$ cat src/design/merr_pkg.sv
// Constants, field layout and carrier types of the memory error reporting block.
// Assumes a 32-bit classic Wishbone slave port with byte addresses and one core clock.
// Contract
// Four fatal indications, bits 0..3, latch on error, clear on read.
// Masked-in fatal indication sets interrupt cause; mask bits reset to one.
// Buffer ECC enable bit 0 resets one; correctable flag bit 2 is write-one-clear.
// Global parity enable clear disables parity checking on all internal RAMs.
// Global parity enable reset only by LAN power good, loaded from flash.
// Queue parity check enables at bits 6,8,10,12 reset to one.
// Status bits 3..6 record queue parity errors while enabled; write one clears.
// Any queue parity error halts all host link and DMA traffic.
// Software recovers from queue parity error by software reset and reinit.
// Queue parity error sets host link fatal indication and interrupt cause.
// ECC check enables at bits 12 and 14 reset to one.
// Bits 4 and 5 flag correctable ECC errors; write one clears.
// Four read-only 16-bit access-control values, zero at host link reset.
// Software writes zero to reserved fields and ignores them on read.
// Buffer ECC disabled: no correction and no correctable flag.
package merr_pkg;

    // ------------------------------------------------------------
    // Register byte addresses
    // ------------------------------------------------------------
    localparam logic [15:0] MERR_FATAL_IND_ADDR = 16'h1084;
    localparam logic [15:0] MERR_FATAL_MASK_ADDR = 16'h1088;
    localparam logic [15:0] MERR_PB_ECC_ADDR = 16'h245C;
    localparam logic [15:0] MERR_ACL_LO_ADDR = 16'h5B7C;
    localparam logic [15:0] MERR_ACL_HI_ADDR = 16'h5B80;
    localparam logic [15:0] MERR_PAR_CTL_ADDR = 16'h5BA0;
    localparam logic [15:0] MERR_ECC_CTL_ADDR = 16'h5BA4;
    localparam logic [15:0] MERR_PAR_STS_ADDR = 16'h5BA8;
    localparam logic [15:0] MERR_ECC_STS_ADDR = 16'h5BAC;
    localparam logic [15:0] MERR_IRQ_STS_ADDR = 16'h5BC0;
    localparam logic [15:0] MERR_IRQ_MASK_ADDR = 16'h5BC4;

    // ------------------------------------------------------------
    // Field positions and reset values
    // ------------------------------------------------------------
    localparam int MERR_FATAL_PCIE_BIT = 2;
    localparam logic [3:0] MERR_FATAL_MASK_RST = 4'hF;
    localparam int MERR_PB_EN_BIT = 0;
    localparam int MERR_PB_FLAG_BIT = 2;
    localparam int MERR_GPAR_BIT = 0;
    localparam int MERR_QEN_BIT0 = 6;
    localparam int MERR_QERR_BIT0 = 3;
    localparam int MERR_ECC_WR_EN_BIT = 12;
    localparam int MERR_ECC_RB_EN_BIT = 14;
    localparam int MERR_ECC_WR_ERR_BIT = 4;
    localparam int MERR_ECC_RB_ERR_BIT = 5;
    localparam logic [31:0] MERR_PAR_CTL_RSVD = 32'h0000_0010;
    localparam logic [31:0] MERR_ECC_CTL_RSVD = 32'h0000_0511;
    localparam logic [3:0] MERR_IRQ_MASK_RST = 4'h0;
    localparam logic [31:0] MERR_UNMAPPED_DATA = 32'h0000_0000;

    // ------------------------------------------------------------
    // Carrier types
    // ------------------------------------------------------------
    typedef struct packed {
        logic [3:0] fatal;
        logic pb_correctable;
        logic [3:0] queue_parity;
        logic ecc_wr_data;
        logic ecc_retry_buf;
    } merr_events_t;

    typedef struct packed {
        logic [15:0] value_3;
        logic [15:0] value_2;
        logic [15:0] value_1;
        logic [15:0] value_0;
    } merr_acl_t;

    typedef enum logic [1:0] {
        MERR_IRQ_FATAL,
        MERR_IRQ_QUEUE,
        MERR_IRQ_CORR,
        MERR_IRQ_SPARE
    } merr_irq_bit_t;

endpackage

$ cat src/design/merr_top.sv
// Memory error enable and reporting registers with a Wishbone slave port.
// Assumes error pulses arrive synchronous to clk_i, one cycle per detected error.
`timescale 1ns/1ns
module merr_top
    import merr_pkg::*;
(
    input wire logic clk_i,
    input wire logic rst_i,
    input wire logic lan_power_good_reset_i,
    input wire logic host_link_reset_i,
    input wire logic flash_global_parity_enable_i,
    input wire logic flash_load_i,
    input wire merr_events_t events_i,
    input wire merr_acl_t acl_i,
    input wire logic acl_load_i,
    input wire logic [15:0] wb_adr_i,
    input wire logic [31:0] wb_dat_i,
    input wire logic [3:0] wb_sel_i,
    input wire logic wb_we_i,
    input wire logic wb_cyc_i,
    input wire logic wb_stb_i,
    output logic [31:0] wb_dat_o,
    output logic wb_ack_o,
    output logic fatal_error_interrupt_cause_o,
    output logic global_parity_enable_o,
    output logic [3:0] queue_check_enable_o,
    output logic [1:0] ecc_check_enable_o,
    output logic pb_ecc_enable_o,
    output logic traffic_halt_o,
    output logic irq_o
);

    // ------------------------------------------------------------
    // Bus decode
    // ------------------------------------------------------------
    function automatic logic hit(input logic [15:0] a, input logic [15:0] base);
        hit = (a[15:2] == base[15:2]);
    endfunction

    logic req;
    logic wr;
    logic rd;
    logic [31:0] wmask;
    logic [31:0] wd;
    assign req = wb_cyc_i & wb_stb_i & ~wb_ack_o;
    assign wr = req & wb_we_i;
    assign rd = req & ~wb_we_i;
    assign wmask = {{8{wb_sel_i[3]}}, {8{wb_sel_i[2]}}, {8{wb_sel_i[1]}}, {8{wb_sel_i[0]}}};
    assign wd = wb_dat_i & wmask;

    logic [3:0] fatal_r;
    logic [3:0] fmask_r;
    logic pb_en_r;
    logic pb_flag_r;
    logic gpar_r;
    logic [3:0] qen_r;
    logic [3:0] qerr_r;
    logic [1:0] ecc_en_r;
    logic [1:0] ecc_err_r;
    merr_acl_t acl_r;
    logic [3:0] irq_sts_r;
    logic [3:0] irq_mask_r;
    logic [3:0] qerr_set;
    logic [3:0] fatal_set;
    logic [3:0] irq_set;

    // ------------------------------------------------------------
    // Error detection qualifiers
    // ------------------------------------------------------------
    // Queue parity is gated both by its own enable and by the global enable.
    assign qerr_set = events_i.queue_parity & qen_r & {4{gpar_r}};
    always_comb
    begin
        fatal_set = events_i.fatal;
        fatal_set[MERR_FATAL_PCIE_BIT] = events_i.fatal[MERR_FATAL_PCIE_BIT] | (|qerr_set);
    end

    // ------------------------------------------------------------
    // Fatal indication and mask
    // ------------------------------------------------------------
    always_ff @(posedge clk_i)
    begin
        if (rst_i)
            fatal_r <= 4'h0;
        else if (rd && hit(wb_adr_i, MERR_FATAL_IND_ADDR))
            fatal_r <= fatal_set; // set wins over clear on read
        else
            fatal_r <= fatal_r | fatal_set;
    end

    always_ff @(posedge clk_i)
    begin
        if (rst_i)
            fmask_r <= MERR_FATAL_MASK_RST;
        else if (wr && hit(wb_adr_i, MERR_FATAL_MASK_ADDR))
            fmask_r <= (fmask_r & ~wmask[3:0]) | wd[3:0];
    end

    always_ff @(posedge clk_i)
    begin
        if (rst_i)
            fatal_error_interrupt_cause_o <= 1'b0;
        else
            fatal_error_interrupt_cause_o <= |(fatal_r & fmask_r);
    end

    // ------------------------------------------------------------
    // Packet buffer ECC
    // ------------------------------------------------------------
    always_ff @(posedge clk_i)
    begin
        if (rst_i)
            pb_en_r <= 1'b1;
        else if (wr && hit(wb_adr_i, MERR_PB_ECC_ADDR) && wb_sel_i[0])
            pb_en_r <= wb_dat_i[MERR_PB_EN_BIT];
    end

    always_ff @(posedge clk_i)
    begin
        if (rst_i)
            pb_flag_r <= 1'b0;
        else if (events_i.pb_correctable && pb_en_r)
            pb_flag_r <= 1'b1;
        else if (wr && hit(wb_adr_i, MERR_PB_ECC_ADDR) && wd[MERR_PB_FLAG_BIT])
            pb_flag_r <= 1'b0;
    end

    // ------------------------------------------------------------
    // Global parity enable, on the LAN power good reset only
    // ------------------------------------------------------------
    // Neither rst_i nor the host link reset touches this bit, by design.
    always_ff @(posedge clk_i)
    begin
        if (lan_power_good_reset_i)
            gpar_r <= 1'b0;
        else if (flash_load_i)
            gpar_r <= flash_global_parity_enable_i;
        else if (wr && hit(wb_adr_i, MERR_PAR_CTL_ADDR) && wb_sel_i[0])
            gpar_r <= wb_dat_i[MERR_GPAR_BIT];
    end

    // ------------------------------------------------------------
    // Queue parity enables and status
    // ------------------------------------------------------------
    genvar q;
    generate
        for (q = 0; q < 4; q++)
        begin : g_queue
            always_ff @(posedge clk_i)
            begin
                if (rst_i)
                    qen_r[q] <= 1'b1;
                else if (wr && hit(wb_adr_i, MERR_PAR_CTL_ADDR) && wmask[MERR_QEN_BIT0 + 2 * q])
                    qen_r[q] <= wb_dat_i[MERR_QEN_BIT0 + 2 * q];
            end

            always_ff @(posedge clk_i)
            begin
                if (rst_i)
                    qerr_r[q] <= 1'b0;
                else if (qerr_set[q])
                    qerr_r[q] <= 1'b1;
                else if (wr && hit(wb_adr_i, MERR_PAR_STS_ADDR) && wd[MERR_QERR_BIT0 + q])
                    qerr_r[q] <= 1'b0;
            end
        end
    endgenerate

    always_ff @(posedge clk_i)
    begin
        if (rst_i)
            traffic_halt_o <= 1'b0;
        else
            traffic_halt_o <= (|qerr_r) | (|qerr_set);
    end

    // ------------------------------------------------------------
    // Host link ECC enables and status
    // ------------------------------------------------------------
    always_ff @(posedge clk_i)
    begin
        if (rst_i)
            ecc_en_r <= 2'h3;
        else if (wr && hit(wb_adr_i, MERR_ECC_CTL_ADDR) && wb_sel_i[1])
            ecc_en_r <= {wb_dat_i[MERR_ECC_RB_EN_BIT], wb_dat_i[MERR_ECC_WR_EN_BIT]};
    end

    always_ff @(posedge clk_i)
    begin
        if (rst_i)
            ecc_err_r <= 2'h0;
        else
        begin
            if (events_i.ecc_wr_data && ecc_en_r[0])
                ecc_err_r[0] <= 1'b1;
            else if (wr && hit(wb_adr_i, MERR_ECC_STS_ADDR) && wd[MERR_ECC_WR_ERR_BIT])
                ecc_err_r[0] <= 1'b0;
            if (events_i.ecc_retry_buf && ecc_en_r[1])
                ecc_err_r[1] <= 1'b1;
            else if (wr && hit(wb_adr_i, MERR_ECC_STS_ADDR) && wd[MERR_ECC_RB_ERR_BIT])
                ecc_err_r[1] <= 1'b0;
        end
    end

    // ------------------------------------------------------------
    // Access control values
    // ------------------------------------------------------------
    // Only the host link side loads these; bus writes are dropped.
    always_ff @(posedge clk_i)
    begin
        if (host_link_reset_i)
            acl_r <= '0;
        else if (acl_load_i)
            acl_r <= acl_i;
    end

    // ------------------------------------------------------------
    // Interrupt status and mask
    // ------------------------------------------------------------
    // A plain net keeps the status set path sensitive to every event and enable it reads.
    logic [1:0] ecc_set;
    assign ecc_set = {events_i.ecc_retry_buf & ecc_en_r[1], events_i.ecc_wr_data & ecc_en_r[0]};
    assign irq_set = {1'b0, (|ecc_set) | (events_i.pb_correctable & pb_en_r), |qerr_set, |fatal_set};

    always_ff @(posedge clk_i)
    begin
        if (rst_i)
            irq_sts_r <= 4'h0;
        else if (wr && hit(wb_adr_i, MERR_IRQ_STS_ADDR))
            irq_sts_r <= (irq_sts_r & ~wd[3:0]) | irq_set;
        else
            irq_sts_r <= irq_sts_r | irq_set;
    end

    always_ff @(posedge clk_i)
    begin
        if (rst_i)
            irq_mask_r <= MERR_IRQ_MASK_RST;
        else if (wr && hit(wb_adr_i, MERR_IRQ_MASK_ADDR))
            irq_mask_r <= (irq_mask_r & ~wmask[3:0]) | wd[3:0];
    end

    always_ff @(posedge clk_i)
    begin
        if (rst_i)
            irq_o <= 1'b0;
        else
            irq_o <= |(irq_sts_r & irq_mask_r);
    end

    // ------------------------------------------------------------
    // Enable outputs
    // ------------------------------------------------------------
    always_ff @(posedge clk_i)
    begin
        if (rst_i)
        begin
            queue_check_enable_o <= 4'hF;
            ecc_check_enable_o <= 2'h3;
            pb_ecc_enable_o <= 1'b1;
            global_parity_enable_o <= 1'b0;
        end
        else
        begin
            queue_check_enable_o <= qen_r & {4{gpar_r}};
            ecc_check_enable_o <= ecc_en_r;
            pb_ecc_enable_o <= pb_en_r;
            global_parity_enable_o <= gpar_r;
        end
    end

    // ------------------------------------------------------------
    // Read data and acknowledge
    // ------------------------------------------------------------
    // Reserved bits read back as fixed values, so software must mask them.
    logic [31:0] rdata;
    always_comb
    begin
        rdata = MERR_UNMAPPED_DATA;
        if (hit(wb_adr_i, MERR_FATAL_IND_ADDR))
            rdata[3:0] = fatal_r;
        else if (hit(wb_adr_i, MERR_FATAL_MASK_ADDR))
            rdata[3:0] = fmask_r;
        else if (hit(wb_adr_i, MERR_PB_ECC_ADDR))
        begin
            rdata[MERR_PB_EN_BIT] = pb_en_r;
            rdata[MERR_PB_FLAG_BIT] = pb_flag_r;
        end
        else if (hit(wb_adr_i, MERR_ACL_LO_ADDR))
            rdata = {acl_r.value_1, acl_r.value_0};
        else if (hit(wb_adr_i, MERR_ACL_HI_ADDR))
            rdata = {acl_r.value_3, acl_r.value_2};
        else if (hit(wb_adr_i, MERR_PAR_CTL_ADDR))
        begin
            rdata = MERR_PAR_CTL_RSVD;
            rdata[MERR_GPAR_BIT] = gpar_r;
            rdata[MERR_QEN_BIT0] = qen_r[0];
            rdata[MERR_QEN_BIT0 + 2] = qen_r[1];
            rdata[MERR_QEN_BIT0 + 4] = qen_r[2];
            rdata[MERR_QEN_BIT0 + 6] = qen_r[3];
        end
        else if (hit(wb_adr_i, MERR_ECC_CTL_ADDR))
        begin
            rdata = MERR_ECC_CTL_RSVD;
            rdata[MERR_ECC_WR_EN_BIT] = ecc_en_r[0];
            rdata[MERR_ECC_RB_EN_BIT] = ecc_en_r[1];
        end
        else if (hit(wb_adr_i, MERR_PAR_STS_ADDR))
            rdata[6:3] = qerr_r;
        else if (hit(wb_adr_i, MERR_ECC_STS_ADDR))
            rdata[5:4] = ecc_err_r;
        else if (hit(wb_adr_i, MERR_IRQ_STS_ADDR))
            rdata[3:0] = irq_sts_r;
        else if (hit(wb_adr_i, MERR_IRQ_MASK_ADDR))
            rdata[3:0] = irq_mask_r;
    end

    always_ff @(posedge clk_i)
    begin
        if (rst_i)
        begin
            wb_ack_o <= 1'b0;
            wb_dat_o <= 32'h0000_0000;
        end
        else
        begin
            wb_ack_o <= req;
            wb_dat_o <= rd ? rdata : 32'h0000_0000;
        end
    end

endmodule

$ cat config.mk
export PLATFORM = sky130hd
export DESIGN_NAME = merr_top
export DESIGN_NICKNAME = d
export VERILOG_FILES = /design/src/design/merr_pkg.sv /design/src/design/merr_top.sv
export SDC_FILE = /design/constraint.sdc
export NUM_CORES = 1
export LEC_CHECK = 0
export ABC_AREA = 1
export ABC_CLOCK_PERIOD_IN_PS = 2500
export BUFFER_PORTS_ARGS = -buffer_cell sky130_fd_sc_hd__buf_2
export CAP_MARGIN = 20
export CORE_MARGIN = 4
export CORE_UTILIZATION = 34
export CTS_CLUSTER_DIAMETER = 80
export DETAILED_ROUTE_END_ITERATION = 8
export GPL_ROUTABILITY_DRIVEN = 0
export HOLD_SLACK_MARGIN = 0.12
export SYNTH_ARGS = -nofsm -noshare
export SYNTH_HDL_FRONTEND = slang
export SYNTH_SLANG_ARGS = --single-unit
$ cat constraint.sdc
create_clock -name clk_i -period 2.5 [get_ports clk_i]
set_input_delay 0.25 -clock clk_i [delete_from_list [all_inputs] [get_ports clk_i]]
set_output_delay 0.25 -clock clk_i [all_outputs]
set_load 0.02 [all_outputs]
After elaboration in Yosys (flattened, before gate mapping)

Cells that the tools add are included.

Register bits after elaboration: 139
Bits in latches: 0
RAM bits: 0
Bits in read-only memories: 0
Input port bits: 137
Word-level logic and storage cells: 147
Memories kept: 0

Add/sub/neg operators: 0
$mul: 0
Divide/modulo/power cells: 0
$lt $le $gt $ge: 0
Equality and inequality tests: 11
Shift-type cells: 0
Multiplexer cells: 36
Bitwise logic cells: 29
Reductions and logical operators: 39

Operators with widths:

| operator                                               | number |
|---|---|
| equality test 14 x 13 -> 1 bit (second input constant) | 8 |
| 2-to-1 mux 32 bit                                      | 2 |
| bitwise AND 4 bit                                      | 8 |
| equality test 14 x 11 -> 1 bit (second input constant) | 2 |
| 2-to-1 mux 4 bit                                       | 7 |
| logical AND 1 bit                                      | 23 |
| 2-to-1 mux 1 bit                                       | 21 |
| OR reduction 4 bit                                     | 5 |
| nonzero test 2 bit                                     | 8 |
| 2-to-1 mux 15 bit                                      | 1 |
| equality test 14 x 12 -> 1 bit (second input constant) | 1 |
| OR 4 bit                                               | 3 |
| 2-to-1 mux 8 bit                                       | 1 |
| NOT 4 bit                                              | 2 |
| OR 4 x 3 -> 4 bit                                      | 2 |
| bitwise AND 1 bit                                      | 7 |
| bitwise AND 7 bit                                      | 1 |
| 2-to-1 mux 7 bit                                       | 1 |
| 2-to-1 mux 3 bit                                       | 2 |
| OR reduction 5 bit                                     | 1 |
| OR reduction 2 bit                                     | 2 |
| NOT 1 bit                                              | 3 |
| OR 1 bit                                               | 3 |
| 2-to-1 mux 2 bit                                       | 1 |

Logic depth before layout (Yosys ltp)

Gate-level depths: netlist of run 1.

Word-level depth: 12
Mapped depth: 13
Depth with buffers taken out: 13

Worst setup path before layout of run 1

Ideal clock, no wire load.

Path type: register -> register
From: register wb_ack_o
To: register wb_dat_o[27]
Data arrival time: 1,359 ps
Path slack: 1,071 ps
Cell stages (with the launch flop): 7
Path through: dfxtp_1 > nor4_4 > nand2_4 > nor2_8 > buf_6 > o21ai_0 > a21oi_1

Longest elaborated chain between the ends: 5

Ends and longest elaborated chain:

| what                                | RTL line        | RTL |
|---|---|---|
| start, declared                     | merr_top.sv:23  | `output logic wb_ack_o,` |
| start signal, assigned              | merr_top.sv:327 | `wb_ack_o <= req;` |
| NOT 1 bit                           | merr_top.sv:45  | `assign req = wb_cyc_i & wb_stb_i & ~wb_ack_o;` |
| bitwise AND 1 bit                   | merr_top.sv:45  |  |
| bitwise AND 1 bit                   | merr_top.sv:47  | `assign rd = req & ~wb_we_i;` |
| NOT 1 bit (no source line)          | n/a             |  |
| OR reduction 5 bit (no source line) | n/a             |  |
| end signal, assigned                | merr_top.sv:328 | `wb_dat_o <= rd ? rdata : 32'h0000_0000;` |
| end, declared                       | merr_top.sv:22  | `output logic [31:0] wb_dat_o,` |

Every way passes these cells.
A chain may end at the register's enable or synchronous reset.

Final worst setup path of run 1

From: register wb_ack_o
To: register ecc_en_r[1]

Longest elaborated chain between the ends: 5

Ends and longest elaborated chain:

| what                           | RTL line        | RTL |
|---|---|---|
| NOT 1 bit                      | merr_top.sv:45  |  |
| bitwise AND 1 bit              | merr_top.sv:45  |  |
| bitwise AND 1 bit              | merr_top.sv:46  | `assign wr = req & wb_we_i;` |
| logical AND 1 bit (2 in a row) | merr_top.sv:184 | `else if (wr && hit(wb_adr_i, MERR_ECC_CTL_ADDR) && wb_sel_i[1])` |
| end signal, assigned           | merr_top.sv:185 | `ecc_en_r <= {wb_dat_i[MERR_ECC_RB_EN_BIT], wb_dat_i[MERR_ECC_WR_EN_BIT]};` |
| end, declared                  | merr_top.sv:58  | `logic [1:0] ecc_en_r;` |

Every way passes these cells.

==> metrics.csv, run 1 <==
metric,value,unit
Util after Layout,48.35,%
I/O Buffers,155,
Yosys top cell by area,dfxtp_1,
"Slew Viols, Final",0,
final setup vio count,0,
Yosys reg bits,139,
n_diodes,0,
crit end category,flop,
Layout area overhead,39.49,%
clock sinks,139,
via count of the routed design,5684,
TNS Setup,0,ns
Routed Antenna Nets,0,
CTS tree,built,
final-report hold violation count,0,
cell area after synthesis,5748,um^2
CTS Root Cell,clkbuf_16,
syn_nets,887,
Max transition margin,53.04,%
remaining routing DRC violations,0,
clk slew on worst S/H paths,0.06,ns
Final Cycle Share,70.26,%
Die ar.,19050,um^2
Die Width,138.0,um
layout cells sized above 1,24.51,%
Worst EP required,2.78,ns
1st-pass router iterations,5,
Iteration-0 DRC Markers,297,
"top cells by count, synth","213 x nand2_1, 139 x dfxtp_1, 98 x a21oi_1",
total grt overflow,0,
critical path peak fanout,4,
sequential area share after synthesis,48.41,%
Reg area,2783,um^2
Synth top area share,48.41,%
wire length per cell,14.21,um
Clock Latency Late Sink,0.42,ns
RSZ-0062 raised after global routing,false,
total CTS buffers,17,
Worst Skew,0.008003,ns
via/cell ratio,4.741,
"Cell Area, Placed",6709,um^2
largest net degree at the start of global routing,56,
"EDFF count, synth",0,
half-perimeter wire length after detailed placement,11.61,mm
fraction of registers with async set or reset after synthesis,0,%
"count leader, synth",nand2_1,
vias in the first global route,5566,
Core Box Area,16580,um^2
Rows,47,
PD cells,670.4,nW/um^2
largest cells by area after synthesis,"dfxtp_1 48%, nand2_1 14%, a21oi_1 8.5%, inv_1 3.1%, nor2_1 2.7%",
max_cap viols,0,
maximum clock frequency,569.3,MHz
Final Instance Area,8018,um^2
"Avg Cell Area, Syn",7.664,um^2
CTS Buffer Depth,2,
dominant synthesized flop cell,dfxtp_1,
final wirelength,17.04,mm
post-layout min period,1.757,ns
Setup CP Type,reg2reg,
Worst Hold Class,in2reg,
NumNets Final,1103,
Syn Inst Count,750,
# H-tree levels,4,
Layout fillers,1633,
post-synth cell types,38,
total setup buffers inserted after CTS,0,
Yosys Warn Count,0,
first-pass GRT wire length,27.60,mm
gr usage total,17.64,%
Worst Max-Slew Pin Slew,0.7036,ns
Starting Density,34.66,%
initial antenna violation count,0,
worst path arrival time,2.04,ns
combined area of the multi-input logic cells,2595,um^2
Pleak,0.003552,uW
Die H,138.0,um
VDD IR-drop max,0.0004605,V
I/O Pins,181,
crit path launch type,flop,
status,completed,
==> layout make-up <==
class / instances / area share, %
clock buffers: 19 / 5.524
multi-input cells: 521 / 32.37
flip-flops and latches: 139 / 34.71
well taps: 220 / 3.433
repair buffers: 233 / 19.51
inverters: 54 / 2.528
clock inverters: 13 / 1.935
==> flip-flops by register name, indices dropped and copies added, names as in the netlist, 2 cells and up, named ones only <==
signal                flops
acl_r                    64
wb_dat_o                 32
fatal_r                   4
irq_sts_r                 4
qen_r                     4
qerr_r                    4
queue_check_enable_o      4
ecc_check_enable_o        2
ecc_en_r                  2
ecc_err_r                 2
==> power by group <==
group	total, uW	internal [uW]	switching, uW
combinational	471	222	248
clock	2560	1520	1040
sequential	2340	2300	42.8
==> per-stage QoR <==
| step | std cells | hold WS [ns] | setup slack (ns) | total power (uW) |
|---|---|---|---|---|
| after global placement | 1096 | 0.4457 | 0.4947 | 2774 |
| after global routing | 1199 | 0.1353 | 0.6079 | 5575 |
| after floorplan | 750 | 0.3632 | 1.071 | 2598 |
| final | 1199 | 0.1312 | 0.7435 | 5375 |
| after CTS | 1199 | 0.1205 | 0.7428 | 5421 |
| after detailed placement | 1096 | 0.4469 | 0.4751 | 2777 |
==> routing by layer <==
metal  share of wire [%]  global-route usage, %
met5                   0                      0
met1                  45                  22.38
met4                 2.3                  6.864
met3                 5.0                  4.523
met2                  47                  28.88
==> cells in the final DEF, fill, tap and decap left out, types with 3 or more instances in the layout <==
| master | count |
|---|---|
| o211ai_1 | 6 |
| dlygate4sd3_1 | 71 |
| nand2_2 | 6 |
| nand2_4 | 5 |
| clkinvlp_4 | 3 |
| a21oi_1 | 98 |
| nand4_1 | 15 |
| nand2_1 | 212 |
| inv_6 | 5 |
| o21ai_0 | 30 |
| inv_1 | 47 |
| o21ai_2 | 3 |
| nor2_1 | 41 |
| nor3_1 | 6 |
| buf_2 | 155 |
| nand3_1 | 24 |
| buf_4 | 5 |
| or2_2 | 3 |
| inv_2 | 7 |
| nor2_4 | 6 |
| clkbuf_16 | 17 |
| nor2_2 | 8 |
| dfxtp_1 | 139 |
| a211oi_1 | 12 |
| nor2_8 | 3 |
| o21ai_1 | 24 |
==> worst max-delay path, cell delays in order, from the launching register on <==
cell and delay (ns):
dfxtp_1 0.41, nor2_1 0.09, nand2_1 0.25, inv_1 0.14, nand4_1 0.12, dlygate4sd3_1 0.55
nand3_1 0.06
==> cells by family (layout without fill, tap and decap cells) <==
kind of cell           count (synthesis)  after routing  share of synthesized area [%]
AO/OA/AOI/OAI                        184            184                          17.63
AND/OR/NAND/NOR                      337            337                          27.47
buffers and inverters                 90            319                          6.487
flip-flops                           139            139                          48.41
==> final timing paths <==
check             slack (ns)  cells past startpoint         from            to
setup / recovery        0.74                      6     wb_ack_o   ecc_en_r[1]
hold / removal          0.13                      3  wb_dat_i[3]          flop
setup reg to reg        0.74                      6     wb_ack_o   ecc_en_r[1]
hold reg to reg         0.46                      2    acl_r[57]  wb_dat_o[25]
==> repair_timing <==
action	CTS	global route
hold buffers	71	0
gates resized for setup	0	0
hold endpoints to repair	69	0
No activity file was read; power rests on OpenSTA's default activity.
==> run 2, diff against run 1 <==
--- a/config.mk
+++ b/config.mk
@@ -6,7 +6,7 @@
 export NUM_CORES = 1
 export LEC_CHECK = 0
 export ABC_AREA = 1
-export ABC_CLOCK_PERIOD_IN_PS = 2500
+export ABC_CLOCK_PERIOD_IN_PS = 1580
 export BUFFER_PORTS_ARGS = -buffer_cell sky130_fd_sc_hd__buf_2
 export CAP_MARGIN = 20
 export CORE_MARGIN = 4
==> constraint.sdc (replaced) <==
create_clock -name clk_i -period 1.58 [get_ports clk_i]
set_input_delay 0.158 -clock clk_i [delete_from_list [all_inputs] [get_ports clk_i]]
set_output_delay 0.158 -clock clk_i [all_outputs]
set_load 0.02 [all_outputs]
==> run 2 against run 1 <==
Compared with the run above:
- register-to-register slack worse by 0.64 ns
- flip-flop and latch count unchanged
- die area unchanged
- critical path type unchanged
- count of clock-buffer cells in the layout up 1
- critical path depth up 1
- worst hold slack about the same
- worst setup slack worse by 0.64 ns
- via count up 2.8%
- clock power up 69%
- clock skew down 0.0019 ns
==> metrics.csv, run 2 (synthesis results as in run 1) <==
metric,value,unit,change
worst path arrival time,1.82,ns,was 2.04 ns
RSZ-0062 raised after global routing,false,,unchanged
via count of the routed design,5843,,"was 5,684"
half-perimeter wire length after detailed placement,12.09,mm,was 11.61 mm
Die ar.,19050,um^2,unchanged
n_diodes,0,,unchanged
max reg flops,64,,unchanged
CTS Root Cell,clkbuf_16,,unchanged
total grt overflow,0,,unchanged
WHS Endpoint,acl_r[49],,
"most common cell after layout, fill and taps aside",nand2_1,,unchanged
PnR worst setup slack,0.1022,ns,was 0.7435 ns
gr usage total,18.52,%,was 17.64%
layout cells sized above 1,26.39,%,was 24.51%
max_cap viols,0,,unchanged
max incr delay on CP,0.34,ns,was 0.55 ns
fin cells,1247,,"was 1,199"
final setup vio count,0,,unchanged
Die H,138.0,um,unchanged
Final Cycle Share,93.53,%,was 70.26%
Worst Max-Slew Pin Slew,0.4472,ns,was 0.7036 ns
1st-pass router iterations,5,,unchanged
Max transition margin,69.96,%,was 53.04%
Worst Skew,0.006140,ns,was 0.008003 ns
Comb pwr share,9.4,%,was 8.8%
first-pass GRT wire length,28.88,mm,was 27.60 mm
pre-CTS setup slack,-0.02311,ns,was 0.4751 ns
Internal Power,6802,uW,was 4043 uW
crit path launch type,flop,,unchanged
Worst EP required,1.93,ns,was 2.78 ns
Routed Antenna Nets,0,,unchanged
TNS Setup,0,ns,unchanged
CTS tree,built,,unchanged
Reg2Reg Capture Point,wb_dat_o[10],,was ecc_en_r[1]
switching power total,2068,uW,was 1332 uW
Core Box Area,16580,um^2,unchanged
"Slew Viols, Final",0,,unchanged
Power Total,8870,uW,was 5375 uW
PD cells,1037,nW/um^2,was 670.4 nW/um^2
total CTS buffers,17,,unchanged
Largest Register,acl_r,,unchanged
status,completed,,unchanged
hold_sp,host_link_reset_i,,was wb_dat_i[3]
worst-path cell chain,nor4_4 -> buf_4 -> nand2_4 -> nor2_8 -> buf_12 -> o21ai_0 -> a21oi_1,,was nor2_1 -> nand2_1 -> inv_1 -> nand4_1 -> dlygate4sd3_1 -> nand3_1
Clock Latency Late Sink,0.43,ns,was 0.42 ns
sequential share of power,41.8,%,was 43.6%
Worst R2R Setup Slack,0.10,ns,was 0.74 ns
Worst Hold Class,in2reg,,unchanged
registers with the most flip-flops,"acl_r: 64 flops, wb_dat_o: 32 flops",,unchanged
worst reg2reg path depth,7,,was 6
Placed Instances,1123,,"was 1,096"
final-report hold violation count,0,,unchanged
initial antenna violation count,0,,unchanged
wire length per cell,14.38,um,was 14.21 um
remaining routing DRC violations,0,,unchanged
Switching Fraction,23.31,%,was 24.78%
Setup CP Type,reg2reg,,unchanged
clk slew on worst S/H paths,0.06,ns,about the same
slowest stage cell on the critical path,dfxtp_2,,was dlygate4sd3_1
# H-tree levels,4,,unchanged
hold path depth,2,,was 3
vias in the first global route,5716,,"was 5,566"
clock sinks,139,,unchanged
via/cell ratio,4.686,,was 4.741
Rows,47,,unchanged
post-layout min period,1.478,ns,was 1.757 ns
critical path peak fanout,10,,was 4
Die Width,138.0,um,unchanged
NumNets Final,1151,,"was 1,103"
VDD IR-drop max,0.0007460,V,was 0.0004605 V
Layout area overhead,48.80,%,was 39.49%
largest net degree at the start of global routing,44,,was 56
I/O Pins,181,,unchanged
"commonest non-fill, non-tap cells in the layout","211 x nand2_1, 155 x buf_2, 138 x dfxtp_1",,"was 212 x nand2_1, 155 x buf_2, 139 x dfxtp_1"
Starting Density,34.66,%,unchanged
Worst R2R Start,wb_ack_o,,unchanged
Iteration-0 DRC Markers,359,,was 297
I/O Buffers,155,,unchanged
CTS Buffer Depth,2,,unchanged
crit end category,flop,,unchanged
Clk pwr share,48.8,%,was 47.6%
Pleak,0.003831,uW,was 0.003552 uW
final wirelength,17.93,mm,was 17.04 mm
maximum clock frequency,676.7,MHz,was 569.3 MHz
Layout fillers,1611,,"was 1,633"
[run 2: cell count changes in the layout (fill, tap and decap cells not counted), moves of 2 or more]
cell	before	now
buf_12	2	8
buf_4	5	27
bufinv_16	2	4
clkinvlp_4	3	1
dlygate4sd3_1	71	91
inv_6	5	3
[run 2: what timing repair did]
action / CTS / global route
endpoints found under the hold margin: 93 / 0
hold buffers: 91 / 0
setup buffers: 0 / 1
resized for setup: 0 / 3
setup endpoints to repair: 2 / 33
pin swaps: 1 / 2
[run 2: worst max-delay path by stage]
stage / start / to / slack [ns]
6_report: wb_ack_o / wb_dat_o[10] / 0.10
5_1_grt: wb_ack_o / wb_dat_o[9] / 0.004
4_1_cts: wb_ack_o / flop / 0.003
3_5_place_dp: wb_adr_i[11] / wb_dat_o[31] / -0.02
3_3_place_gp: wb_adr_i[14] / wb_dat_o[31] / -0.02
2_1_floorplan: wb_ack_o / wb_dat_o[27] / 0.15
[run 2: worst max-delay path, delay by kind of cell (launching register included)]
family,cells,cell delay (ns)
buffers and inverters,2,0.32
AND/OR/NAND/NOR,3,0.49
AO/OA/AOI/OAI,2,0.24
flip-flops,1,0.34
[run 2: cell type report]
class / count / area (um^2) / area share [%]
clock buffers: 20 / 456.7 / 5.339
clock inverters: 12 / 185.2 / 2.165
inverters: 54 / 202.7 / 2.370
multi-input cells: 521 / 2600 / 30.40
flip-flops and latches: 139 / 2784 / 32.55
well taps: 220 / 275.3 / 3.218
repair buffers: 281 / 2049 / 23.96
[run 2: metal layers]
layer / part of all wire [%] / wire length (um) / global-route usage (%) / vias up
met4: 2.6 / 461 / 7.436 / 0
met5: 0 / 0 / 0 / -
met1: 46 / 8180 / 23.59 / 2651
li1: - / - / - / 3013
met2: 48 / 8521 / 30.19 / 147
met3: 4.3 / 770 / 4.627 / 32
[run 2: metrics by stage]
step / cell area, um^2 / hold WS, ns / util [%]
floorplan: 5748 / 0.2712 / -
global placement: 6974 / 0.3816 / 42.06
detailed placement: 6974 / 0.3789 / 42.06
CTS: 8527 / 0.1231 / 51.42
global route: 8553 / 0.1332 / 51.58
finish: 8553 / 0.1316 / 51.58
[run 2: power groups by stage]
stage                     Clock [uW]  Combinational, uW  Sequential, uW
after floorplan                    0                325            3790
after global placement             0                641            3780
after detailed placement           0                645            3780
after CTS                       4390                821            3710
after global routing            4550                917            3720
final                           4330                831            3710
==> run 3, diff against run 2 <==
--- a/config.mk
+++ b/config.mk
@@ -11,6 +11,7 @@
 export CAP_MARGIN = 20
 export CORE_MARGIN = 4
 export CORE_UTILIZATION = 34
+export CTS_BUF_LIST = sky130_fd_sc_hd__clkbuf_4 sky130_fd_sc_hd__clkbuf_8 sky130_fd_sc_hd__clkbuf_16
 export CTS_CLUSTER_DIAMETER = 80
 export DETAILED_ROUTE_END_ITERATION = 8
 export GPL_ROUTABILITY_DRIVEN = 0
==> run 3 against run 2 <==
Compared with the run above:
- first-iteration DRC count increased by 5.6%
- worst setup slack about the same
- count of clock-buffer cells in the layout unchanged
- power increased by 0.17%
- worst hold slack improved by 0.0038 ns
- clock power hardly changed
- register-to-register slack barely moved
- largest cell class unchanged
- final cell count stayed put
- fmax about the same
- via count is 0.14% lower
==> metrics.csv, run 3 (synthesis results as in run 1) <==
metric,value,unit,change
PD cells,1038,nW/um^2,was 1037 nW/um^2
clk slew on worst S/H paths,0.06,ns,about the same
CTS Root Cell,clkbuf_16,,unchanged
via/cell ratio,4.679,,was 4.686
Worst Skew,0.006523,ns,was 0.006140 ns
n_diodes,0,,unchanged
final wirelength,17.90,mm,was 17.93 mm
Die Width,138.0,um,unchanged
initial antenna violation count,0,,unchanged
via count of the routed design,5835,,"was 5,843"
Placed Instances,1123,,unchanged
# H-tree levels,4,,unchanged
Core Box Area,16580,um^2,unchanged
Clock Latency Late Sink,0.42,ns,was 0.43 ns
Worst R2R Start,wb_ack_o,,unchanged
Internal Power,6821,uW,was 6802 uW
status,completed,,unchanged
crit path launch type,flop,,unchanged
final-report hold violation count,0,,unchanged
NumNets Final,1151,,unchanged
total CTS buffers,17,,unchanged
Setup CP Type,reg2reg,,unchanged
Power Total,8885,uW,was 8870 uW
layout cells sized above 1,26.48,%,was 26.39%
first-pass GRT wire length,28.88,mm,unchanged
met3 wire length,760,um,was 770 um
Largest Register,acl_r,,unchanged
switching power total,2064,uW,was 2068 uW
Clk pwr share,48.9,%,was 48.8%
I/O Buffers,155,,unchanged
Final Cycle Share,93.54,%,was 93.53%
DRT met1 WL,8.183,mm,was 8.180 mm
Pleak,0.003835,uW,was 0.003831 uW
Worst Hold Class,in2reg,,unchanged
max_cap viols,0,,unchanged
RSZ-0062 raised after global routing,false,,unchanged
worst path arrival time,1.82,ns,about the same
fin cells,1247,,unchanged
"Slew Viols, Final",0,,unchanged
largest net degree at the start of global routing,44,,unchanged
crit end category,flop,,unchanged
CTS tree,built,,unchanged
DR top layer,met4,,unchanged
I/O Pins,181,,unchanged
max reg flops,64,,unchanged
"most common cell after layout, fill and taps aside",nand2_1,,unchanged
Die ar.,19050,um^2,unchanged
worst reg2reg path depth,7,,unchanged
Layout fillers,1611,,unchanged
VDD IR-drop max,0.0007306,V,was 0.0007460 V
remaining routing DRC violations,0,,unchanged
Layout area overhead,48.87,%,was 48.80%
Routed Antenna Nets,0,,unchanged
wire length per cell,14.36,um,was 14.38 um
hold path depth,2,,unchanged
Worst EP required,1.92,ns,was 1.93 ns
WHS Endpoint,acl_r[49],,unchanged
Worst Max-Slew Pin Slew,0.4378,ns,was 0.4472 ns
critical path peak fanout,10,,unchanged
gr usage total,18.52,%,unchanged
Switching Fraction,23.24,%,was 23.31%
CTS Buffer Depth,2,,unchanged
Reg2Reg Capture Point,wb_dat_o[10],,unchanged
Starting Density,34.66,%,unchanged
vias in the first global route,5716,,unchanged
half-perimeter wire length after detailed placement,12.09,mm,unchanged
Max transition margin,70.59,%,was 69.96%
Util after Layout,51.60,%,was 51.58%
registers with the most flip-flops,"acl_r: 64 flops, wb_dat_o: 32 flops",,unchanged
met2 WL,8.513,mm,was 8.521 mm
Worst R2R Setup Slack,0.10,ns,about the same
hold_sp,host_link_reset_i,,unchanged
Die H,138.0,um,unchanged
"commonest non-fill, non-tap cells in the layout","211 x nand2_1, 155 x buf_2, 138 x dfxtp_1",,unchanged
final setup vio count,0,,unchanged
Comb pwr share,9.4,%,about the same
Iteration-0 DRC Markers,379,,was 359
post-layout min period,1.478,ns,about the same
maximum clock frequency,676.6,MHz,was 676.7 MHz
sequential share of power,41.8,%,about the same
clock sinks,139,,unchanged
1st-pass router iterations,5,,unchanged
TNS Setup,0,ns,unchanged
total grt overflow,0,,unchanged
Rows,47,,unchanged
-- run 3: cell counts in the layout (fill, tap and decap cells not counted) --
Identical to the previous run, type by type.
-- run 3: worst max-delay path by stage --
stage	startpoint	end	slack, ns	cells after the start
global route	wb_ack_o	wb_dat_o[9]	0.004	7
detailed placement	wb_adr_i[11]	wb_dat_o[31]	-0.02	10
CTS	wb_ack_o	flop	0.003	5
floorplan	wb_ack_o	wb_dat_o[27]	0.15	6
global placement	wb_adr_i[14]	wb_dat_o[31]	-0.02	10
finish	wb_ack_o	wb_dat_o[10]	0.10	7
-- run 3: metrics by stage --
stage / worst slack [ns] / area [um^2] / hold WS, ns
6_report: 0.1021 / 8557 / 0.1353
2_1_floorplan: 0.1510 / 5748 / 0.2712
3_3_place_gp: -0.02428 / 6974 / 0.3816
5_1_grt: 0.004320 / 8557 / 0.1332
3_5_place_dp: -0.02311 / 6974 / 0.3789
4_1_cts: 0.003257 / 8531 / 0.1232
-- run 3: power by group through the flow --
stage	sequential (uW)	combinational, uW	clock (uW)
2_1_floorplan	3790	325	0
3_3_place_gp	3780	641	0
3_5_place_dp	3780	645	0
4_1_cts	3710	821	4400
5_1_grt	3720	917	4570
6_report	3710	831	4340
-- run 3: timing repair --
| item | in CTS | in global routing |
|---|---|---|
| pin swaps | 1 | 2 |
| hold buffers | 91 | 0 |
| gates resized for setup | 0 | 3 |
| setup endpoints to repair | 2 | 33 |
| hold endpoints to repair | 93 | 0 |
| buffers inserted | 0 | 1 |
-- run 3: layout make-up --
cell class | count | area (um^2) | share of cell area, %
inverters | 54 | 202.7 | 2.369
well taps | 220 | 275.3 | 3.217
repair buffers | 281 | 2049 | 23.95
flip-flops and latches | 139 | 2784 | 32.53
clock inverters | 12 | 185.2 | 2.164
clock buffers | 20 | 460.4 | 5.381
multi-input cells | 521 | 2600 | 30.38
-- run 3: per-layer routing --
layer / up-vias / track usage [%]
met3: 29 / 4.627
met2: 150 / 30.19
li1: 3014 / -
met5: - / 0
met4: 0 / 7.436
met1: 2642 / 23.59
-- run 3: critical path: stages (launching register included) --
cell     delay, ns
dfxtp_2       0.34
nor4_4        0.26
buf_4         0.18
nand2_4       0.07
nor2_8        0.16
buf_12        0.14
o21ai_0       0.08
a21oi_1       0.16
